==> config.mk <==
export PLATFORM = sky130hd
export DESIGN_NAME = analog_monitor_select
export DESIGN_NICKNAME = d
export VERILOG_FILES = /design/src/monitor_select_pkg.sv /design/src/monitor_channel_decode.sv /design/src/analog_monitor_select.sv
export SDC_FILE = /design/constraint.sdc
export NUM_CORES = 1
export LEC_CHECK = 0
export BUFFER_PORTS_ARGS = -buffer_cell sky130_fd_sc_hd__buf_2
export CAP_MARGIN = 30
export CORE_MARGIN = 2
export CORE_UTILIZATION = 51
export CTS_BUF_LIST = sky130_fd_sc_hd__clkbuf_8 sky130_fd_sc_hd__clkbuf_16
export CTS_CLUSTER_SIZE = 20
export DETAILED_ROUTE_END_ITERATION = 8
export PLACE_DENSITY = 0.78
export SYNTH_ARGS = -nofsm -noshare
export SYNTH_HDL_FRONTEND = slang
export SYNTH_HIERARCHICAL = 1
export SYNTH_SLANG_ARGS = --single-unit
==> constraint.sdc <==
create_clock -name clk -period 1.9 [get_ports clk]
set_clock_uncertainty 0.1 [all_clocks]
set_input_delay 0.095 -clock clk [delete_from_list [all_inputs] [get_ports clk]]
set_output_delay 0.095 -clock clk [all_outputs]
set_load 0.005 [all_outputs]
==> src/monitor_select_pkg.sv <==
// How it works
// Select codes 1 to 10 each route one monitored node, in the order the package lists them.
// The all-zero select code leaves the monitor output pin undriven.
// The output buffer is powered only while the select code is nonzero.
// The host converts the discharge null channel before any discharge current reading.
// The host waits the switching time of about 0.3 us after each select change.
// The host selects discharge current straight after the null conversion.
// Charge current is read at code 4 after the switching time, with no null step.
// Discharge full scale comes from a separate 4-bit scale field whose default means 300 mA.
// Charge-current full scale follows the 6-bit fast-charge current setting.
// Status 0 to 2 means discharging; charging needs the flag, state 1 to 7 and status 3.
// Battery-current selections are honoured in every state, never gated by charger activity.
// The thermistor bias turns on while the thermistor or bias node is routed out.
// The bias also turns on while the input is valid and thermistor monitoring is enabled.
// A select write reaches routing and buffer enable the cycle after the register update.
`default_nettype none
package monitor_select_pkg;
    localparam logic [3:0] SEL_OFF = 4'h0;
    localparam logic [3:0] SEL_INPUT_V = 4'h1;
    localparam logic [3:0] SEL_INPUT_I = 4'h2;
    localparam logic [3:0] SEL_CELL_V = 4'h3;
    localparam logic [3:0] SEL_CHARGE_I = 4'h4;
    localparam logic [3:0] SEL_DISCHG_I = 4'h5;
    localparam logic [3:0] SEL_DISCHG_NULL = 4'h6;
    localparam logic [3:0] SEL_THERM = 4'h7;
    localparam logic [3:0] SEL_BIAS = 4'h8;
    localparam logic [3:0] SEL_GROUND = 4'h9;
    localparam logic [3:0] SEL_RAIL = 4'hA;
    localparam int CHANNELS = 10;
    localparam logic [1:0] INPUT_ST_VALID = 2'h3;
    localparam logic [3:0] CHARGE_ST_MIN = 4'h1;
    localparam logic [3:0] CHARGE_ST_MAX = 4'h7;
    // Reset code of the discharge scale field, meaning 300 mA full scale
    localparam logic [3:0] DISCHG_SCALE_RESET = 4'h0;
    localparam logic [5:0] FAST_CHARGE_RESET = 6'h00;
    localparam int SWITCH_TIME_NS = 300;
    localparam int CLK_PERIOD_NS = 10;
    localparam int SWITCH_CYCLES = (SWITCH_TIME_NS + CLK_PERIOD_NS - 1) / CLK_PERIOD_NS;
endpackage
`default_nettype wire

==> src/monitor_channel_decode.sv <==
`timescale 1ns/1ns
`default_nettype none
// One-hot decode of the select code; unused codes route nothing
module monitor_channel_decode
(
    input wire logic [3:0] sel,
    output logic [monitor_select_pkg::CHANNELS-1:0] route
);
    genvar i;
    generate
        for (i = 0; i < monitor_select_pkg::CHANNELS; i++)
        begin : g_ch
            assign route[i] = (sel == 4'(i + 1));
        end
    endgenerate
endmodule
`default_nettype wire

==> src/analog_monitor_select.sv <==
`timescale 1ns/1ns
`default_nettype none
module analog_monitor_select
(
    input wire logic clk,
    input wire logic rst_n,
    input wire logic select_write,
    input wire logic [3:0] monitor_channel_select,
    input wire logic scale_write,
    input wire logic [3:0] discharge_monitor_full_scale,
    input wire logic fast_charge_write,
    input wire logic [5:0] fast_charge_current_setting,
    input wire logic thermistor_monitor_enable,
    input wire logic charger_input_valid,
    input wire logic charging_active_flag,
    input wire logic [3:0] charger_state_details,
    input wire logic [1:0] charger_input_details,
    output logic [monitor_select_pkg::CHANNELS-1:0] channel_route,
    output logic buffer_enable,
    output logic monitor_output_oe,
    output logic thermistor_bias_on,
    output logic [3:0] discharge_scale,
    output logic [5:0] charge_full_scale,
    output logic battery_charging,
    output logic [3:0] select_readback,
    output logic settle_done
);
    // Synchronisers for inputs coming from the analog domain
    logic vin_s1_r, vin_s2_r;
    logic flag_s1_r, flag_s2_r;
    logic [3:0] state_s1_r, state_s2_r;
    logic [1:0] input_s1_r, input_s2_r;

    logic [3:0] sel_r;
    logic [3:0] scale_r;
    logic [5:0] fcc_r;
    logic [7:0] settle_r;
    logic [monitor_select_pkg::CHANNELS-1:0] route_nxt;
    logic bias_nxt;
    logic charging_nxt;
    logic sel_nz;
    logic ch_ok;

    monitor_channel_decode u_dec
    (
        .sel(sel_r),
        .route(route_nxt)
    );

    // Decode of the stored select code and status
    assign sel_nz = (sel_r != monitor_select_pkg::SEL_OFF);
    assign bias_nxt = (sel_r == monitor_select_pkg::SEL_THERM)
        || (sel_r == monitor_select_pkg::SEL_BIAS)
        || (vin_s2_r && thermistor_monitor_enable);
    assign ch_ok = (state_s2_r >= monitor_select_pkg::CHARGE_ST_MIN)
        && (state_s2_r <= monitor_select_pkg::CHARGE_ST_MAX);
    assign charging_nxt = flag_s2_r && ch_ok
        && (input_s2_r == monitor_select_pkg::INPUT_ST_VALID);

    // Two-stage synchronisers; only stage two is read
    always_ff @(posedge clk)
    begin
        vin_s1_r <= charger_input_valid;
        vin_s2_r <= vin_s1_r;
        flag_s1_r <= charging_active_flag;
        flag_s2_r <= flag_s1_r;
        state_s1_r <= charger_state_details;
        state_s2_r <= state_s1_r;
        input_s1_r <= charger_input_details;
        input_s2_r <= input_s1_r;
    end

    // Configuration fields; the select is deliberately not gated on charger state
    always_ff @(posedge clk)
    begin
        if (!rst_n)
        begin
            sel_r <= monitor_select_pkg::SEL_OFF;
            scale_r <= monitor_select_pkg::DISCHG_SCALE_RESET;
            fcc_r <= monitor_select_pkg::FAST_CHARGE_RESET;
        end
        else
        begin
            if (select_write)
                sel_r <= monitor_channel_select;
            if (scale_write)
                scale_r <= discharge_monitor_full_scale;
            if (fast_charge_write)
                fcc_r <= fast_charge_current_setting;
        end
    end

    // Outputs registered one cycle after the field update
    always_ff @(posedge clk)
    begin
        if (!rst_n)
        begin
            channel_route <= '0;
            buffer_enable <= 1'b0;
            monitor_output_oe <= 1'b0;
            thermistor_bias_on <= 1'b0;
            discharge_scale <= monitor_select_pkg::DISCHG_SCALE_RESET;
            charge_full_scale <= monitor_select_pkg::FAST_CHARGE_RESET;
            battery_charging <= 1'b0;
            select_readback <= monitor_select_pkg::SEL_OFF;
        end
        else
        begin
            channel_route <= route_nxt;
            buffer_enable <= sel_nz;
            monitor_output_oe <= sel_nz;
            thermistor_bias_on <= bias_nxt;
            discharge_scale <= scale_r;
            charge_full_scale <= fcc_r;
            battery_charging <= charging_nxt;
            select_readback <= sel_r;
        end
    end

    // Settling aid for the host: counts the switching time after a select change
    always_ff @(posedge clk)
    begin
        if (!rst_n)
        begin
            settle_r <= 8'h00;
            settle_done <= 1'b0;
        end
        else if (select_write && monitor_channel_select != sel_r)
        begin
            settle_r <= 8'(monitor_select_pkg::SWITCH_CYCLES);
            settle_done <= 1'b0;
        end
        else if (settle_r != 8'h00)
        begin
            settle_r <= settle_r - 8'h01;
            settle_done <= 1'b0;
        end
        else
            settle_done <= sel_nz;
    end

    // Reference routing for the assertions, built by shifting rather than comparing
    function automatic logic [monitor_select_pkg::CHANNELS-1:0] onehot_of
    (
        input logic [3:0] code
    );
        logic [monitor_select_pkg::CHANNELS-1:0] one;
        one = {{(monitor_select_pkg::CHANNELS - 1){1'b0}}, 1'b1};
        if (code == monitor_select_pkg::SEL_OFF || code > 4'(monitor_select_pkg::CHANNELS))
            return '0;
        return one << (code - 4'h1);
    endfunction

    property p_off_hiz;
        @(posedge clk) disable iff (!rst_n)
        ##1 (sel_r == monitor_select_pkg::SEL_OFF) |=> !monitor_output_oe;
    endproperty
    a_off_hiz: assert property (p_off_hiz) else $error("pin driven while off");

    property p_buf;
        @(posedge clk) disable iff (!rst_n)
        ##1 1'b1 |-> buffer_enable == ($past(sel_r) != monitor_select_pkg::SEL_OFF);
    endproperty
    a_buf: assert property (p_buf) else $error("buffer enable wrong");

    property p_route;
        @(posedge clk) disable iff (!rst_n)
        select_write |=> ##1 channel_route == onehot_of($past(monitor_channel_select, 2))
            && $countones(channel_route) <= 1;
    endproperty
    a_route: assert property (p_route) else $error("routing late or not one-hot");

    property p_dec;
        @(posedge clk) disable iff (!rst_n)
        (sel_r == monitor_select_pkg::SEL_DISCHG_I)
        |=> channel_route[monitor_select_pkg::SEL_DISCHG_I - 4'h1];
    endproperty
    a_dec: assert property (p_dec) else $error("discharge channel not routed");

    property p_bias;
        @(posedge clk) disable iff (!rst_n)
        ((sel_r == monitor_select_pkg::SEL_THERM) || (sel_r == monitor_select_pkg::SEL_BIAS))
        |=> thermistor_bias_on;
    endproperty
    a_bias: assert property (p_bias) else $error("bias off for thermistor route");

    property p_bias_chg;
        @(posedge clk) disable iff (!rst_n)
        (vin_s2_r && thermistor_monitor_enable) |=> thermistor_bias_on;
    endproperty
    a_bias_chg: assert property (p_bias_chg) else $error("bias off with valid input");

    property p_dischg;
        @(posedge clk) disable iff (!rst_n)
        (input_s2_r != monitor_select_pkg::INPUT_ST_VALID) |=> !battery_charging;
    endproperty
    a_dischg: assert property (p_dischg) else $error("charging without valid input");

    property p_scale;
        @(posedge clk) disable iff (!rst_n)
        scale_write |=> ##1 discharge_scale == $past(discharge_monitor_full_scale, 2);
    endproperty
    a_scale: assert property (p_scale) else $error("scale not applied");

    property p_fcc;
        @(posedge clk) disable iff (!rst_n)
        fast_charge_write |=> ##1 charge_full_scale == $past(fast_charge_current_setting, 2);
    endproperty
    a_fcc: assert property (p_fcc) else $error("fast charge scale not applied");

    property p_any;
        @(posedge clk) disable iff (!rst_n)
        (select_write && monitor_channel_select == monitor_select_pkg::SEL_CHARGE_I
            && !charging_active_flag) |=> sel_r == monitor_select_pkg::SEL_CHARGE_I;
    endproperty
    a_any: assert property (p_any) else $error("select gated by charger");

    property p_settle;
        @(posedge clk) disable iff (!rst_n)
        (select_write && monitor_channel_select != sel_r) |=> !settle_done [*8] ##1 !settle_done;
    endproperty
    a_settle: assert property (p_settle) else $error("settle flag early");

    c_null_then_dis: cover property (@(posedge clk) disable iff (!rst_n)
        sel_r == monitor_select_pkg::SEL_DISCHG_NULL ##[1:50]
        sel_r == monitor_select_pkg::SEL_DISCHG_I);
    c_charging: cover property (@(posedge clk) disable iff (!rst_n) battery_charging);
    c_bias: cover property (@(posedge clk) disable iff (!rst_n) thermistor_bias_on);
    c_settled: cover property (@(posedge clk) disable iff (!rst_n) $rose(settle_done));
endmodule
`default_nettype wire

# After elaboration in Yosys (flattened, before gate mapping)
# Index checks and enable logic that the tools add are counted.
# op_classes
addsub,1
mul,0
div_mod_pow,0
order_cmp,2
eq_ne,12
n_shift,0
muxes,2
bitwise,1
n_reduce_logical,12
# ops
op,count
4-bit by 3-bit equality test with 1-bit output (second input constant),4
4-bit equality test (second input constant),3
5-bit two-way mux,2
4-bit by 2-bit equality test with 1-bit output (second input constant),2
8-bit nonzero test,1
8-bit by 1-bit subtractor with 8-bit output (second input constant),1
1-bit logical AND,5
4-bit by 1-bit equality test with 1-bit output (second input constant),1
4-bit by 1-bit >= comparator with 1-bit output (second input constant),1
4-bit by 3-bit less-or-equal comparator with 1-bit output (second input constant),1
4-bit != test,1
4-bit nonzero test,1
3-bit OR reduction,1
2-bit equality test (second input constant),1
1-bit logical OR,2
2-bit nonzero test,1
2-bit OR reduction,1
1-bit NOT,1
# word_totals
reg_bits,66
latch_bits,0
mem_bits_rw,0
rom_bits,0
in_bits,28
out_inout_bits,29
memories,0

# Logic depth before layout (Yosys ltp)
# depth
word_depth,4
ltp_mapped,6
ltp_nobuf,6

# By module
# The synthesis kept the hierarchy.
# modules_own_cells
mod,instances,cells_per_inst,area_each_um2
analog_monitor_select,1,177,2048.2
monitor_channel_decode,1,12,146.4

# Least setup slack after synthesis
# No wires, ideal clock.
# synth_timing
path_kind,reg2reg
start,register sel_r[3]
end,register settle_r[5]
setup_ns,0.078
t_arrival_ns,1.404
required_time_ns,1.722
path_slack_ns,0.319
path_stages_with_launch,5
path_buffers,0
synth_period_minus_slack_ns,1.581
path_cell_list,dfxtp_1 > xor2_1 > o41ai_4 > nand2_2 > nor3_1
# synth_via
elab_chain_cells,3
# synth_lines
element,line,source
"start, declared",analog_monitor_select.sv:34,logic [3:0] sel_r;
"start signal, assigned",analog_monitor_select.sv:78,sel_r <= monitor_select_pkg::SEL_OFF;
"start signal, assigned",analog_monitor_select.sv:85,sel_r <= monitor_channel_select;
4-bit != test,analog_monitor_select.sv:128,else if (select_write && monitor_channel_select != sel_r)
1-bit logical AND,analog_monitor_select.sv:128,
2-bit OR reduction (no line),n/a,
"end signal, assigned",analog_monitor_select.sv:130,settle_r <= 8'(monitor_select_pkg::SWITCH_CYCLES);
"end signal, assigned",analog_monitor_select.sv:135,settle_r <= settle_r - 8'h01;
"end, declared",analog_monitor_select.sv:37,logic [7:0] settle_r;
# No other way between the ends.
# A chain may end at the register's enable or synchronous reset.

# Worst setup path in the final report
# layout_timing
start,register settle_r[0]
end,register settle_r[4]
# layout_via
elab_chain_cells,3
# layout_lines
element,line,source
8-bit by 1-bit subtractor with 8-bit output,analog_monitor_select.sv:135,
5-bit two-way mux,analog_monitor_select.sv:133,else if (settle_r != 8'h00)
5-bit two-way mux,analog_monitor_select.sv:128,
# Several ways; a longest one is shown, not always the timed one. The select of a mux whose other input is x is not followed.

==> summary.md <==
| Metric | Value |
|---|---|
| Vert. Die Dim | 69.6 um |
| Slew Limit Headroom | 66.8% |
| Total wire length after detailed routing | 4060 um |
| Global-route wire length before repair | 6560 um |
| Worst setup SP type | flop |
| Endpoint of the worst setup timing path | settle_r[4] |
| Class of the most critical hold timing path | in2reg |
| Mapped Nets | 219 |
| Final hold viol count | 0 |
| Number of cells after detailed placement | 291 |
| Number of detailed-routing iterations run before antenna repair | 4 |
| Maximum number of pins on one net before global-route repair | 26 |
| Async set-reset flop share out of synthesis | 0% |
| Kind of cell with the highest combined delay on the critical path | simple AND/OR/NAND/NOR gates |
| Basic-gate share of the synthesized area counting and, or, nand and nor cells | 22.5% |
| I/O pin count | 57 |
| Synth cell types | 35 |
| Maximum single-stage delay on the critical path | 0.38 ns |
| Critical Setup Path Class | reg2reg |
| Post-synthesis share of cell area spent on xor and xnor gates | 2.79% |
| Area enclosed by the die boundary | 4840 um2 |
| Starting utilization of the core area | 54.1% |
| Slew at the pin with the worst max-slew slack | 0.494 ns |
| Die X-Extent | 69.6 um |
| Proportion of layout cells with a drive suffix above 1 | 31.2% |
| Number of standard cells in the layout, taps in and fillers out | 329 |
| Mux cell area share after synthesis | 6.90% |
| First element of the critical path | settle_r[0] |
| Clock root buffer | clkbuf_8 |
| Via Count | 1567 |
| Number of antenna violations at the first check in global routing | 0 |
| Synth Instances | 189 |
| Mapped Area | 2190 um2 |
| Final weighted congestion of routability-driven global placement | 0.820 |
| H-tree depth | 3 |
| Total routing resource utilization after global routing | 17.9% |
| Worst vdd ir | 0.000791 V |
| Total power after layout | 2.83 mW |
| CTS tree | built |
| Max Fanout on Critical Path | 3 |
| Capturing element type of the critical path | flop |
| Max Root-Sink Buffers | 2 |
| Clock tree sinks | 66 |
| Dominant synthesized flop cell | dfxtp_1 |
| Final #Nets | 305 |
| Leading cell types by total area after synthesis | dfxtp_1 60%, and2_1 6.6%, mux2i_1 6.4% |
| Number of synthesized register bits | 66 |
| PD cells | 963 nW/um2 |
| Yosys top cell area share | 60.2% |
| Routed wire length per instance | 12.3 um |
| Remaining Overflow, GRT | 0 |
| Antenna diode count | 0 |
| RSZ-0062 raised after global routing | no |
| Arithmetic-cell share of the synthesized area counting full adders, half adders and majority gates | 1.14% |
| Mean cell area of the mapped netlist | 11.6 um2 |
| Number of DRC violations after detailed-routing iteration 0 | 69 |
| DRC | 0 |
| Worst path arrival time | 1.80 ns |
| Number of port buffers | 56 |
| Critical path buffer and inverter count | 1 |
| Drt via density | 4.76 |
| Critical Path Stages | 5 |
| Capturing point of the worst reg2reg path | settle_r[4] |
| Library cell with the highest instance count after synthesis | dfxtp_1 |
| Total of max-cap violations | 0 |
| Reg-to-reg critical path startpoint | settle_r[0] |
| Max Slew Vio Count | 0 |
| Fmax | 609 MHz |
| Placeable Area | 4060 um2 |
| Status | finished clean |
| Crit path cell chain | inv_1 > ha_1 > or3b_1 > or3_1 > a31oi_1 |
| Standard-cell rows | 23 |
| Slowest CP cell | or3b_1 |
| Number of endpoints failing setup at the final stage | 0 |
| Yosys top cell by area | dfxtp_1 |
| Logic depth of the worst register-to-register path | 5 |
| Post-Route Setup TNS | 0 ns |
| Part of the cycle the worst path needs | 86.4% |
| Data required time at the worst endpoint | 2.06 ns |
| Synthesized-area fraction occupied by ao, oa, aoi and oai cells | 3.65% |
| Register-to-register path setup slack | 0.26 ns |
| Synth top cells by count | 66 x dfxtp_1, 23 x and2_1, 19 x nor2_1 |
| Insertion delay of the later-clocked pin in the worst-skew pair | 0.33 ns |
| Dpl hpwl | 2540 um |
| Leak | 1.38 nW |
| Clock edge transition at the registers on the reported setup and hold paths | 0.07 ns |
| Number of buffers inserted during clock tree synthesis | 9 |
| Synthesis-to-finish area growth | 34.0% |
| Combinational family with the most area after synthesis | simple AND/OR/NAND/NOR gates |
| Number of flops mapped to enable cells by yosys | 0 |
| Ys Warns | 6 |
| Number of global-route vias before repair | 1543 |
| Remaining number of nets flagged by the antenna check after routing | 0 |
| Sequential cell area fraction in the yosys report | 60.2% |
| Crit path time final | 1.64 ns |
| Startpoint of the lowest-slack hold path | scale_write |
## per-layer routing
metal	up-vias	track usage, %	routed length (um)
met2	37	31.8	2090
met3	7	5.81	194
met5	-	0	0
li1	807	-	-
met1	716	18.6	1690
met4	0	9.15	81
## worst min-delay path by stage
stage	endpoint	slack, ns	cells after the start
final	scale_r[2]	0.006	3
after floorplan	flag_s1_r	0.02	0
after global placement	state_s1_r[0]	0.1	1
after CTS	scale_r[2]	0.0004	3
after global routing	scale_r[3]	0.02	3
after detailed placement	state_s1_r[3]	0.1	1
## placed cells by master (no fill, tap or decap), types with 3 or more instances in the layout
cell and n:
a21oi_1 4, a31oi_1 4, and2_1 23, and4bb_1 4
buf_2 56, buf_4 6, clkbuf_8 11, clkinvlp_4 3
dfxtp_1 66, dlygate4sd3_1 23, inv_1 3, mux2i_1 14
nand2_1 4, nor2_1 19, nor3_1 6, nor4b_2 4
xnor2_1 3, xor2_1 4
## worst min-delay path, delay by kind of cell
family / cells / cell delay [ns]
buf+inv: 1 / 0.14
mux: 1 / 0.08
simple gates: 1 / 0.08
## flip-flops by register name, summed over array words and instances (netlist names)
name,cells
battery_charging,1
channel_route,10
charge_full_scale,6
discharge_scale,4
fcc_r,6
flag_s1_r,1
flag_s2_r,1
input_s1_r,2
input_s2_r,2
monitor_output_oe,1
scale_r,4
sel_r,4
select_readback,4
settle_done,1
settle_r,8
state_s1_r,4
state_s2_r,4
thermistor_bias_on,1
vin_s1_r,1
vin_s2_r,1
## cell families (layout without fill, tap and decap cells)
group / after synthesis / count (layout)
simple gates: 76 / 76
mux: 15 / 15
flops: 66 / 66
fa+ha+maj: 2 / 2
xor+xnor: 7 / 7
buf+inv: 13 / 103
compound gates: 10 / 10
## per-stage QoR
step           hold WS (ns)  worst slack [ns]  util [%]  instance area, um2
2_1_floorplan        0.0227             0.319         -                2190
3_3_place_gp         0.0971             0.319      62.4                2530
3_5_place_dp         0.0986             0.278      62.4                2530
4_1_cts            0.000400             0.260      72.5                2940
5_1_grt              0.0164             0.138      72.5                2940
6_report            0.00622             0.259      72.5                2940
## what timing repair did
action | 4_1_cts | 5_1_grt
hold buffers | 23 | 0
endpoints found under the hold margin | 23 | 0
gates resized for setup | 0 | 0
endpoints found under the setup margin | 0 | 0
buffers inserted | 0 | 0
## final cells by class
class	instances	area (um2)
fillers	282	1120
clock inverters	4	27.5
inverters	3	11.3
repair buffers	85	556
multi-input cells	110	812
clock buffers	11	151
flip-flops and latches	66	1320
well taps	50	62.6
## where the power goes
group | total [mW] | switching (mW) | internal (mW)
Clock | 1.03 | 0.500 | 0.534
Combinational | 0.307 | 0.142 | 0.165
Sequential | 1.49 | 0.0361 | 1.46
Total | 2.83 | 0.678 | 2.16
(Power assumes the default switching activity.)
